===== src/hw/gtps_pkg.sv =====
// constants and types shared by both ends of the talker/poll link
//
// Contract
// - further talk address while talker: implied untalk
// - implied untalk armed by secondary; clears both
// - atn released, both flags: talk enable, drive
// - peripheral presents first byte on talk enable
// - one source handshake per byte until atn
// - atn drops talk enable, receive, acceptor on
// - untalk command clears both talk flags
// - controller asserts atn then untalk after data
// - poll starts: atn, unlisten, serial poll enable
// - unlisten clears listener flag
// - serial poll enable sets poll-active output
// - poll without talker: transceivers stay receive
// - foreign addresses decoded; own flags untouched except implied untalk
// - bit 7 set: controller sends untalk, disable (bench never reads bit 7)
// - bit 7 clear: next talk address, implied untalk (bench sends 8'h45 whatever bit 7 is)
// - serial poll disable clears poll-active output
// - talker during poll sends peripheral status byte
// - primary then secondary 109; enable after atn
// - interface clear clears every flag
package gtps_pkg;

  // ----------------------------------------------------------------------
  // bus command bytes
  // ----------------------------------------------------------------------
  localparam logic [7:0] GTPS_CMD_UNL     = 8'h3f;
  localparam logic [7:0] GTPS_CMD_UNT     = 8'h5f;
  localparam logic [7:0] GTPS_CMD_SPE     = 8'h18;
  localparam logic [7:0] GTPS_CMD_SPD     = 8'h19;
  localparam logic [7:0] GTPS_SEC_INPUT   = 8'h6d;
  localparam logic [1:0] GTPS_GRP_LISTEN  = 2'h1;
  localparam logic [1:0] GTPS_GRP_TALK    = 2'h2;
  localparam int         GTPS_GRP_LSB     = 5;
  localparam logic [4:0] GTPS_DEF_ADDR    = 5'h02;
  localparam int         GTPS_STATUS_BIT  = 7;

  // ----------------------------------------------------------------------
  // controller register map (apb byte addresses)
  // ----------------------------------------------------------------------
  localparam logic [7:0] GTPS_REG_CTRL    = 8'h00;
  localparam logic [7:0] GTPS_REG_TX      = 8'h04;
  localparam logic [7:0] GTPS_REG_STATUS  = 8'h08;
  localparam logic [7:0] GTPS_REG_RX      = 8'h0c;
  localparam int         GTPS_CTRL_ATN    = 0;
  localparam int         GTPS_CTRL_IFC    = 1;
  localparam int         GTPS_ST_BUSY     = 0;
  localparam int         GTPS_ST_RXV      = 1;
  localparam logic [1:0] GTPS_CTRL_RST    = 2'h0;

  // ----------------------------------------------------------------------
  // state encodings
  // ----------------------------------------------------------------------
  typedef enum logic [1:0] {
    GTPS_SH_IDLE = 2'b00,
    GTPS_SH_WACK = 2'b01,
    GTPS_SH_WREL = 2'b10
  } gtps_sh_e;

  typedef enum logic [1:0] {
    GTPS_TX_IDLE = 2'b00,
    GTPS_TX_DRV  = 2'b01,
    GTPS_TX_REL  = 2'b10
  } gtps_tx_e;

endpackage : gtps_pkg


===== src/hw/gtps_link_if.sv =====
// link between the bus controller and the talker/poll device
`timescale 1ns/1ps
`default_nettype none
interface gtps_link_if;
  logic       atn;
  logic       ifc;
  logic       cdav;
  logic [7:0] cdio;
  logic       cack;
  logic       dack;
  logic       ddav;
  logic [7:0] ddio;
  logic       ddio_oe_n;

  modport ctrl (
    output atn,
    output ifc,
    output cdav,
    output cdio,
    output cack,
    input  dack,
    input  ddav,
    input  ddio,
    input  ddio_oe_n
  );

  modport dev (
    input  atn,
    input  ifc,
    input  cdav,
    input  cdio,
    input  cack,
    output dack,
    output ddav,
    output ddio,
    output ddio_oe_n
  );
endinterface : gtps_link_if
`default_nettype wire


===== src/hw/gtps_device.sv =====
// device end: talk and poll addressing flags with source handshake
//
// Local design decisions: the register addresses and the APB slave port.
`timescale 1ns/1ps
`default_nettype none
module gtps_device
  import gtps_pkg::*;
#(
  parameter logic [4:0] MY_ADDR = GTPS_DEF_ADDR
) (
  input  wire logic       clk,
  input  wire logic       srst,
  gtps_link_if.dev        link,
  input  wire logic       periph_valid,
  input  wire logic [7:0] periph_data,
  output var  logic       periph_taken,
  output var  logic       talk_enable_out,
  output var  logic       listen_enable_out,
  output var  logic       serial_poll_active
);

  // ----------------------------------------------------------------------
  // command decode
  // ----------------------------------------------------------------------
  logic       ptalk_r;
  logic       ptalk_nxt;
  logic       stalk_r;
  logic       stalk_nxt;
  logic       lsn_r;
  logic       lsn_nxt;
  logic       poll_r;
  logic       poll_nxt;
  logic       dack_r;
  logic       dack_nxt;
  logic       ten_r;
  logic       ten_nxt;
  logic       len_r;
  logic       len_nxt;
  logic       oe_n_r;
  logic       oe_n_nxt;
  logic       cmd_stb;
  logic [7:0] cmd;
  logic       is_talk;
  logic       my_talk;
  logic       my_listen;

  assign cmd       = link.cdio;
  assign cmd_stb   = link.atn & link.cdav & ~dack_r;
  assign is_talk   = cmd[6:GTPS_GRP_LSB] == GTPS_GRP_TALK
                     && cmd != GTPS_CMD_UNT;
  assign my_talk   = is_talk && cmd[4:0] == MY_ADDR;
  assign my_listen = cmd[6:GTPS_GRP_LSB] == GTPS_GRP_LISTEN
                     && cmd[4:0] == MY_ADDR;

  // ----------------------------------------------------------------------
  // addressing and poll flags
  // ----------------------------------------------------------------------
  always_comb begin
    ptalk_nxt = ptalk_r;
    stalk_nxt = stalk_r;
    lsn_nxt   = lsn_r;
    poll_nxt  = poll_r;
    if (link.ifc) begin
      ptalk_nxt = 1'b0;
      stalk_nxt = 1'b0;
      lsn_nxt   = 1'b0;
      poll_nxt  = 1'b0;
    end else if (cmd_stb) begin
      if (cmd == GTPS_CMD_UNT) begin
        ptalk_nxt = 1'b0;
        stalk_nxt = 1'b0;
      end else if (is_talk && stalk_r) begin
        ptalk_nxt = 1'b0;
        stalk_nxt = 1'b0;
      end else if (my_talk) begin
        ptalk_nxt = 1'b1;
      end else if (cmd == GTPS_SEC_INPUT && ptalk_r) begin
        stalk_nxt = 1'b1;
      end
      // with stalk_r clear, foreign talk addresses fall through unchanged
      if (cmd == GTPS_CMD_UNL) begin
        lsn_nxt = 1'b0;
      end else if (my_listen) begin
        lsn_nxt = 1'b1;
      end
      if (cmd == GTPS_CMD_SPE) begin
        poll_nxt = 1'b1;
      end else if (cmd == GTPS_CMD_SPD) begin
        poll_nxt = 1'b0;
      end
    end
  end

  always_ff @(posedge clk) begin
    if (srst) begin
      ptalk_r <= 1'b0;
      stalk_r <= 1'b0;
      lsn_r   <= 1'b0;
      poll_r  <= 1'b0;
    end else begin
      ptalk_r <= ptalk_nxt;
      stalk_r <= stalk_nxt;
      lsn_r   <= lsn_nxt;
      poll_r  <= poll_nxt;
    end
  end

  // ----------------------------------------------------------------------
  // enables, transceiver direction and acceptor
  // ----------------------------------------------------------------------
  always_comb begin
    ten_nxt  = ptalk_nxt & stalk_nxt & ~link.atn;
    len_nxt  = lsn_nxt & ~link.atn;
    oe_n_nxt = ~ten_nxt;
    dack_nxt = link.cdav & ~ten_r & ~link.ifc;
  end

  always_ff @(posedge clk) begin
    if (srst) begin
      ten_r  <= 1'b0;
      len_r  <= 1'b0;
      oe_n_r <= 1'b1;
      dack_r <= 1'b0;
    end else begin
      ten_r  <= ten_nxt;
      len_r  <= len_nxt;
      oe_n_r <= oe_n_nxt;
      dack_r <= dack_nxt;
    end
  end

  // ----------------------------------------------------------------------
  // source handshake
  // ----------------------------------------------------------------------
  gtps_sh_e   sh_r;
  gtps_sh_e   sh_nxt;
  logic       ddav_r;
  logic       ddav_nxt;
  logic [7:0] ddio_r;
  logic [7:0] ddio_nxt;
  logic       taken_r;
  logic       taken_nxt;

  always_comb begin
    sh_nxt    = sh_r;
    ddav_nxt  = ddav_r;
    ddio_nxt  = ddio_r;
    taken_nxt = 1'b0;
    case (sh_r)
      GTPS_SH_IDLE: begin
        if (ten_r && ten_nxt && periph_valid) begin
          ddio_nxt  = periph_data;
          ddav_nxt  = 1'b1;
          taken_nxt = 1'b1;
          sh_nxt    = GTPS_SH_WACK;
        end
      end
      GTPS_SH_WACK: begin
        if (link.atn || link.ifc) begin
          ddav_nxt = 1'b0;
          sh_nxt   = GTPS_SH_WREL;
        end else if (link.cack) begin
          ddav_nxt = 1'b0;
          sh_nxt   = GTPS_SH_WREL;
        end
      end
      GTPS_SH_WREL: begin
        if (!link.cack) begin
          sh_nxt = GTPS_SH_IDLE;
        end
      end
      default: begin
        ddav_nxt = 1'b0;
        sh_nxt   = GTPS_SH_IDLE;
      end
    endcase
  end

  always_ff @(posedge clk) begin
    if (srst) begin
      sh_r    <= GTPS_SH_IDLE;
      ddav_r  <= 1'b0;
      ddio_r  <= 8'h00;
      taken_r <= 1'b0;
    end else begin
      sh_r    <= sh_nxt;
      ddav_r  <= ddav_nxt;
      ddio_r  <= ddio_nxt;
      taken_r <= taken_nxt;
    end
  end

  // ----------------------------------------------------------------------
  // outputs
  // ----------------------------------------------------------------------
  assign link.dack          = dack_r;
  assign link.ddav          = ddav_r;
  assign link.ddio          = ddio_r;
  assign link.ddio_oe_n     = oe_n_r;
  assign talk_enable_out    = ten_r;
  assign listen_enable_out  = len_r;
  assign serial_poll_active = poll_r;
  assign periph_taken       = taken_r;

endmodule : gtps_device
`default_nettype wire


===== src/flat_wrapper.sv =====
// flat-port wrapper written by rule: the top's interface ports become plain ports
module gtps_device_flat import gtps_pkg::*;
#(
  parameter logic [4:0] MY_ADDR = GTPS_DEF_ADDR
)
  (clk, srst, periph_valid, periph_data, periph_taken, talk_enable_out, listen_enable_out, serial_poll_active, link_atn, link_ifc, link_cdav, link_cdio, link_cack, link_dack, link_ddav, link_ddio, link_ddio_oe_n);
  gtps_link_if link_i ();
  input  wire logic clk;
  input  wire logic srst;
  input  wire logic periph_valid;
  input  wire logic [7:0] periph_data;
  output var  logic periph_taken;
  output var  logic talk_enable_out;
  output var  logic listen_enable_out;
  output var  logic serial_poll_active;
  input wire logic [$bits(link_i.atn)-1:0] link_atn;
  input wire logic [$bits(link_i.ifc)-1:0] link_ifc;
  input wire logic [$bits(link_i.cdav)-1:0] link_cdav;
  input wire logic [$bits(link_i.cdio)-1:0] link_cdio;
  input wire logic [$bits(link_i.cack)-1:0] link_cack;
  output wire logic [$bits(link_i.dack)-1:0] link_dack;
  output wire logic [$bits(link_i.ddav)-1:0] link_ddav;
  output wire logic [$bits(link_i.ddio)-1:0] link_ddio;
  output wire logic [$bits(link_i.ddio_oe_n)-1:0] link_ddio_oe_n;
  assign link_i.atn = link_atn;
  assign link_i.ifc = link_ifc;
  assign link_i.cdav = link_cdav;
  assign link_i.cdio = link_cdio;
  assign link_i.cack = link_cack;
  assign link_dack = link_i.dack;
  assign link_ddav = link_i.ddav;
  assign link_ddio = link_i.ddio;
  assign link_ddio_oe_n = link_i.ddio_oe_n;
  gtps_device #(.MY_ADDR(MY_ADDR)) u_core (.clk(clk), .srst(srst), .link(link_i), .periph_valid(periph_valid), .periph_data(periph_data), .periph_taken(periph_taken), .talk_enable_out(talk_enable_out), .listen_enable_out(listen_enable_out), .serial_poll_active(serial_poll_active));
endmodule

===== config.mk =====
export PLATFORM = sky130hd
export DESIGN_NAME = gtps_device_flat
export DESIGN_NICKNAME = d
export VERILOG_FILES = /design/src/hw/gtps_pkg.sv /design/src/hw/gtps_link_if.sv /design/src/hw/gtps_device.sv /design/src/flat_wrapper.sv
export SDC_FILE = /design/constraint.sdc
export NUM_CORES = 1
export LEC_CHECK = 0
export BUFFER_PORTS_ARGS = -buffer_cell sky130_fd_sc_hd__buf_4
export CORE_UTILIZATION = 46
export DETAILED_ROUTE_END_ITERATION = 8
export HOLD_SLACK_MARGIN = 0.03
export PLACE_DENSITY = 0.87
export SYNTH_ARGS = -nofsm -noshare
export SYNTH_HDL_FRONTEND = slang
export SYNTH_SLANG_ARGS = --single-unit

===== constraint.sdc =====
create_clock -name clk -period 1.7 [get_ports clk]
set_input_delay 0.085 -clock clk [delete_from_list [all_inputs] [get_ports clk]]
set_output_delay 0.085 -clock clk [all_outputs]
set_load 0.02 [all_outputs]

==> metrics.md <==
| Metric | Value |
|---|---|
| Kind of critical path | `in2reg` |
| Max VDD drop | `0.582 mV` |
| Largest stage delay on the critical path | `530 ps` |
| Yosys top cell area share | `0.433` |
| FF-to-FF End | `u_core.link.ddio[3]$_SDFFE_PP0P_` |
| Setup crit start kind | `input pin` |
| Antenna diode count | `0` |
| Avg Cell Area, Syn | `9.94 um2` |
| Clock Path Buffers | `2` |
| Met2 Track Usage GR | `0.328` |
| CTS buffer count | `3` |
| First-pass GRT wire length | `3060 um` |
| Total iterations of the first detailed-routing run | `4` |
| Die area | `2190 um2` |
| Fin nets | `156` |
| Met3 Resource Use GR | `0.0346` |
| Area delta synth->final | `38.6%` |
| Yosys top cell by area | `dfxtp_1` |
| Critical Path Fanout Max | `11` |
| Worst-path clk slew | `120 ps` |
| Critical path's slowest cell | `dlygate4sd3_1` |
| Worst EP required | `1920 ps` |
| Cell repeated most along the worst path | `buf_4` |
| Distinct cells, synth | `35` |
| Crit-path cells | `dlygate4sd3_1 -> buf_4 -> nand4b_1 -> nor2b_4 -> nor4_4 -> buf_4 -> mux2i_1` |
| Top cells by area, synth | `dfxtp_1, nand2b_1, mux2i_1` |
| Seq/Total Area, Yosys | `0.433` |
| Cts repair resizes | `0` |
| Highest clock rate | `0.636 GHz` |
| Chip height | `46.8 um` |
| Met1 Use GR | `0.252` |
| Via count | `820` |
| Final Slew Violations | `0` |
| Reg2Reg Depth | `5` |
| RSZ-0062 raised after global routing | `false` |
| Rows | `15` |
| FFs w/ async S/R, synth | `0` |
| WL final | `1960 um` |
| Final Skew | `3.77 ps` |
| Skew-Pair Late Insertion Delay | `300 ps` |
| DPL Wire Length | `1440 um` |
| Post-DRT Antenna Nets | `0` |
| Main flop type after synthesis | `dfxtp_1` |
| Worst slew pin tran | `383 ps` |
| Buffers added on ports | `37` |
| Final Cycle Share | `0.925` |
| Cell count after synthesis | `93` |
| Tot GR Track Use | `0.195` |
| Routability cong. | `0.743` |
| # Max-Cap Violations | `0` |
| Worst hold stages | `3` |
| Mapped cell area | `925 um2` |
| Routed len/inst | `12.5 um` |
| Busiest grt layer | `met2` |
| Initial antenna violation count | `0` |
| Die W | `46.8 um` |
| Number of synthesized flops with an enable pin | `0` |
| Leak pwr | `0.565 nW` |
| Clock Sinks | `20` |
| IO Count | `38` |
| Clock Tree Root | `clkbuf_4` |
| Htree depth | `1` |
| Initial Utilization | `0.513` |
| YS warnings | `0` |
| Seq cells post-synth | `20` |
| Vias per cell | `5.22` |
| Period minus WS final | `1570 ps` |
| Total power | `0.000948 W` |
| Number of setup violations in the final report | `0` |
| Setup TNS | `0 ps` |
| Reg2reg start | `u_core.link.dack$_SDFF_PP0_` |
| GRT overflow | `0` |
| Worst Setup End Kind | `flop` |
| Largest net degree at the start of global routing | `22` |
| Endpoint, Worst Hold | `u_core.link.ddio[5]$_SDFFE_PP0P_` |
| DRT iter0 DRCs | `18` |
| Syn Nets | `116` |
| Number of global-route vias before repair | `727` |
| Share of layout cells above drive strength 1 | `0.364` |
| Outcome | `finished, final reports clean` |
| Slew headroom | `0.741` |
| Data arrival time of the critical path | `1800 ps` |
| Flop-to-flop setup slack | `170 ps` |
| Final Hold Vio Count | `0` |
| CTS tree | `done` |
| Min-delay src | `periph_data[5]` |
| Power Density | `740 nW/um2` |
| DRC | `0` |
| Core box area | `1800 um2` |
| Worst Hold Class | `in2reg` |
## how the worst max path moves through the flow
| stage | start | endpoint | slack (ps) |
|---|---|---|---|
| CTS | link_atn | u_core.link.ddio[3]$_SDFFE_PP0P_ | 130 |
| global route | link_atn | u_core.link.ddio[3]$_SDFFE_PP0P_ | 20 |
| global placement | u_core.link.dack$_SDFF_PP0_ | u_core.link.ddio[5]$_SDFFE_PP0P_ | 310 |
| detailed placement | u_core.link.dack$_SDFF_PP0_ | u_core.link.ddio[3]$_SDFFE_PP0P_ | 220 |
| floorplan | u_core.link.dack$_SDFF_PP0_ | u_core.link.ddio[0]$_SDFFE_PP0P_ | 270 |
| finish | link_atn | u_core.link.ddio[3]$_SDFFE_PP0P_ | 130 |
## metal layers
| layer | up-vias | wire length, um |
|---|---|---|
| met3 | 2 | 94 |
| li1 | 409 | - |
| met4 | 0 | 15 |
| met5 | - | 0 |
| met1 | 382 | 890 |
| met2 | 27 | 957 |
## state kept, by name (all words and copies together) (netlist names)
register and flops:
u_core.link.dack 1, u_core.link.ddav 1, u_core.link.ddio 8, u_core.link.ddio_oe_n 1, u_core.listen_enable_out 1, u_core.lsn_r 1, u_core.periph_taken 1, u_core.ptalk_r 1
u_core.serial_poll_active 1, u_core.sh_r 2, u_core.stalk_r 1, u_core.talk_enable_out 1
## kinds of logic after synthesis
logic type | after synthesis | share of synthesized area
simple gates | 48 | 0.348
flops | 20 | 0.433
compound gates | 11 | 0.100
mux | 8 | 0.0866
buf+inv | 6 | 0.0325
## cell usage in the layout, fill, tap and decap left out, types with 3 or more instances in the layout
cell | netlist | layout
nand2b_1 | 16 | 16
clkbuf_4 | 0 | 3
nor2_1 | 5 | 5
dfxtp_1 | 20 | 20
nor3_1 | 7 | 7
buf_4 | 0 | 38
mux2i_1 | 8 | 8
## power by group
part / internal, W / switching [W] / total [W]
combinational: 0.0000533 / 0.0000369 / 0.0000903
sequential: 0.000469 / 0.000000566 / 0.000470
clock: 0.000238 / 0.000150 / 0.000388
total: 0.000761 / 0.000187 / 0.000948
## metrics by stage
step / utilization / instance area, um2 / setup slack (ps) / hold WS [ps] / cells
final: 0.711 / 1280 / 127 / 37.8 / 157
after CTS: 0.711 / 1280 / 135 / 38.1 / 157
after global placement: 0.676 / 1220 / 306 / 308 / 152
after floorplan: - / 925 / 269 / 164 / 93
after detailed placement: 0.676 / 1220 / 217 / 306 / 152
after global routing: 0.711 / 1280 / 15.0 / 33.8 / 157
## Yosys cell counts (2+ instances only)
| cell | n |
|---|---|
| a31oi_1 | 2 |
| nand3_1 | 2 |
| dfxtp_1 | 20 |
| nor3b_1 | 2 |
| clkbuf_1 | 3 |
| inv_1 | 2 |
| nand2b_1 | 16 |
| o21ba_1 | 2 |
| nor3_1 | 7 |
| mux2i_1 | 8 |
| nor2_1 | 5 |
## area by class of cell
class | instances | area [um2]
clock inverter | 1 | 30.0
inverter | 2 | 7.51
sequential | 20 | 400
multi-input combinational | 67 | 494
timing repair buffer | 39 | 295
clock buffer | 3 | 22.5
tap | 25 | 31.3
fill | 154 | 520
## worst max-delay path, delay by kind of cell
kind,cells,cell delay [ps]
buffers and inverters,3,900
multiplexers,1,250
AND/OR/NAND/NOR,3,560
## what timing repair did
action / CTS / global route
setup buffers: 0 / 0
endpoints found under the setup margin: 0 / 0
endpoints found under the hold margin: 1 / 0
hold buffers: 1 / 0
No activity file was read; power rests on OpenSTA's default activity.
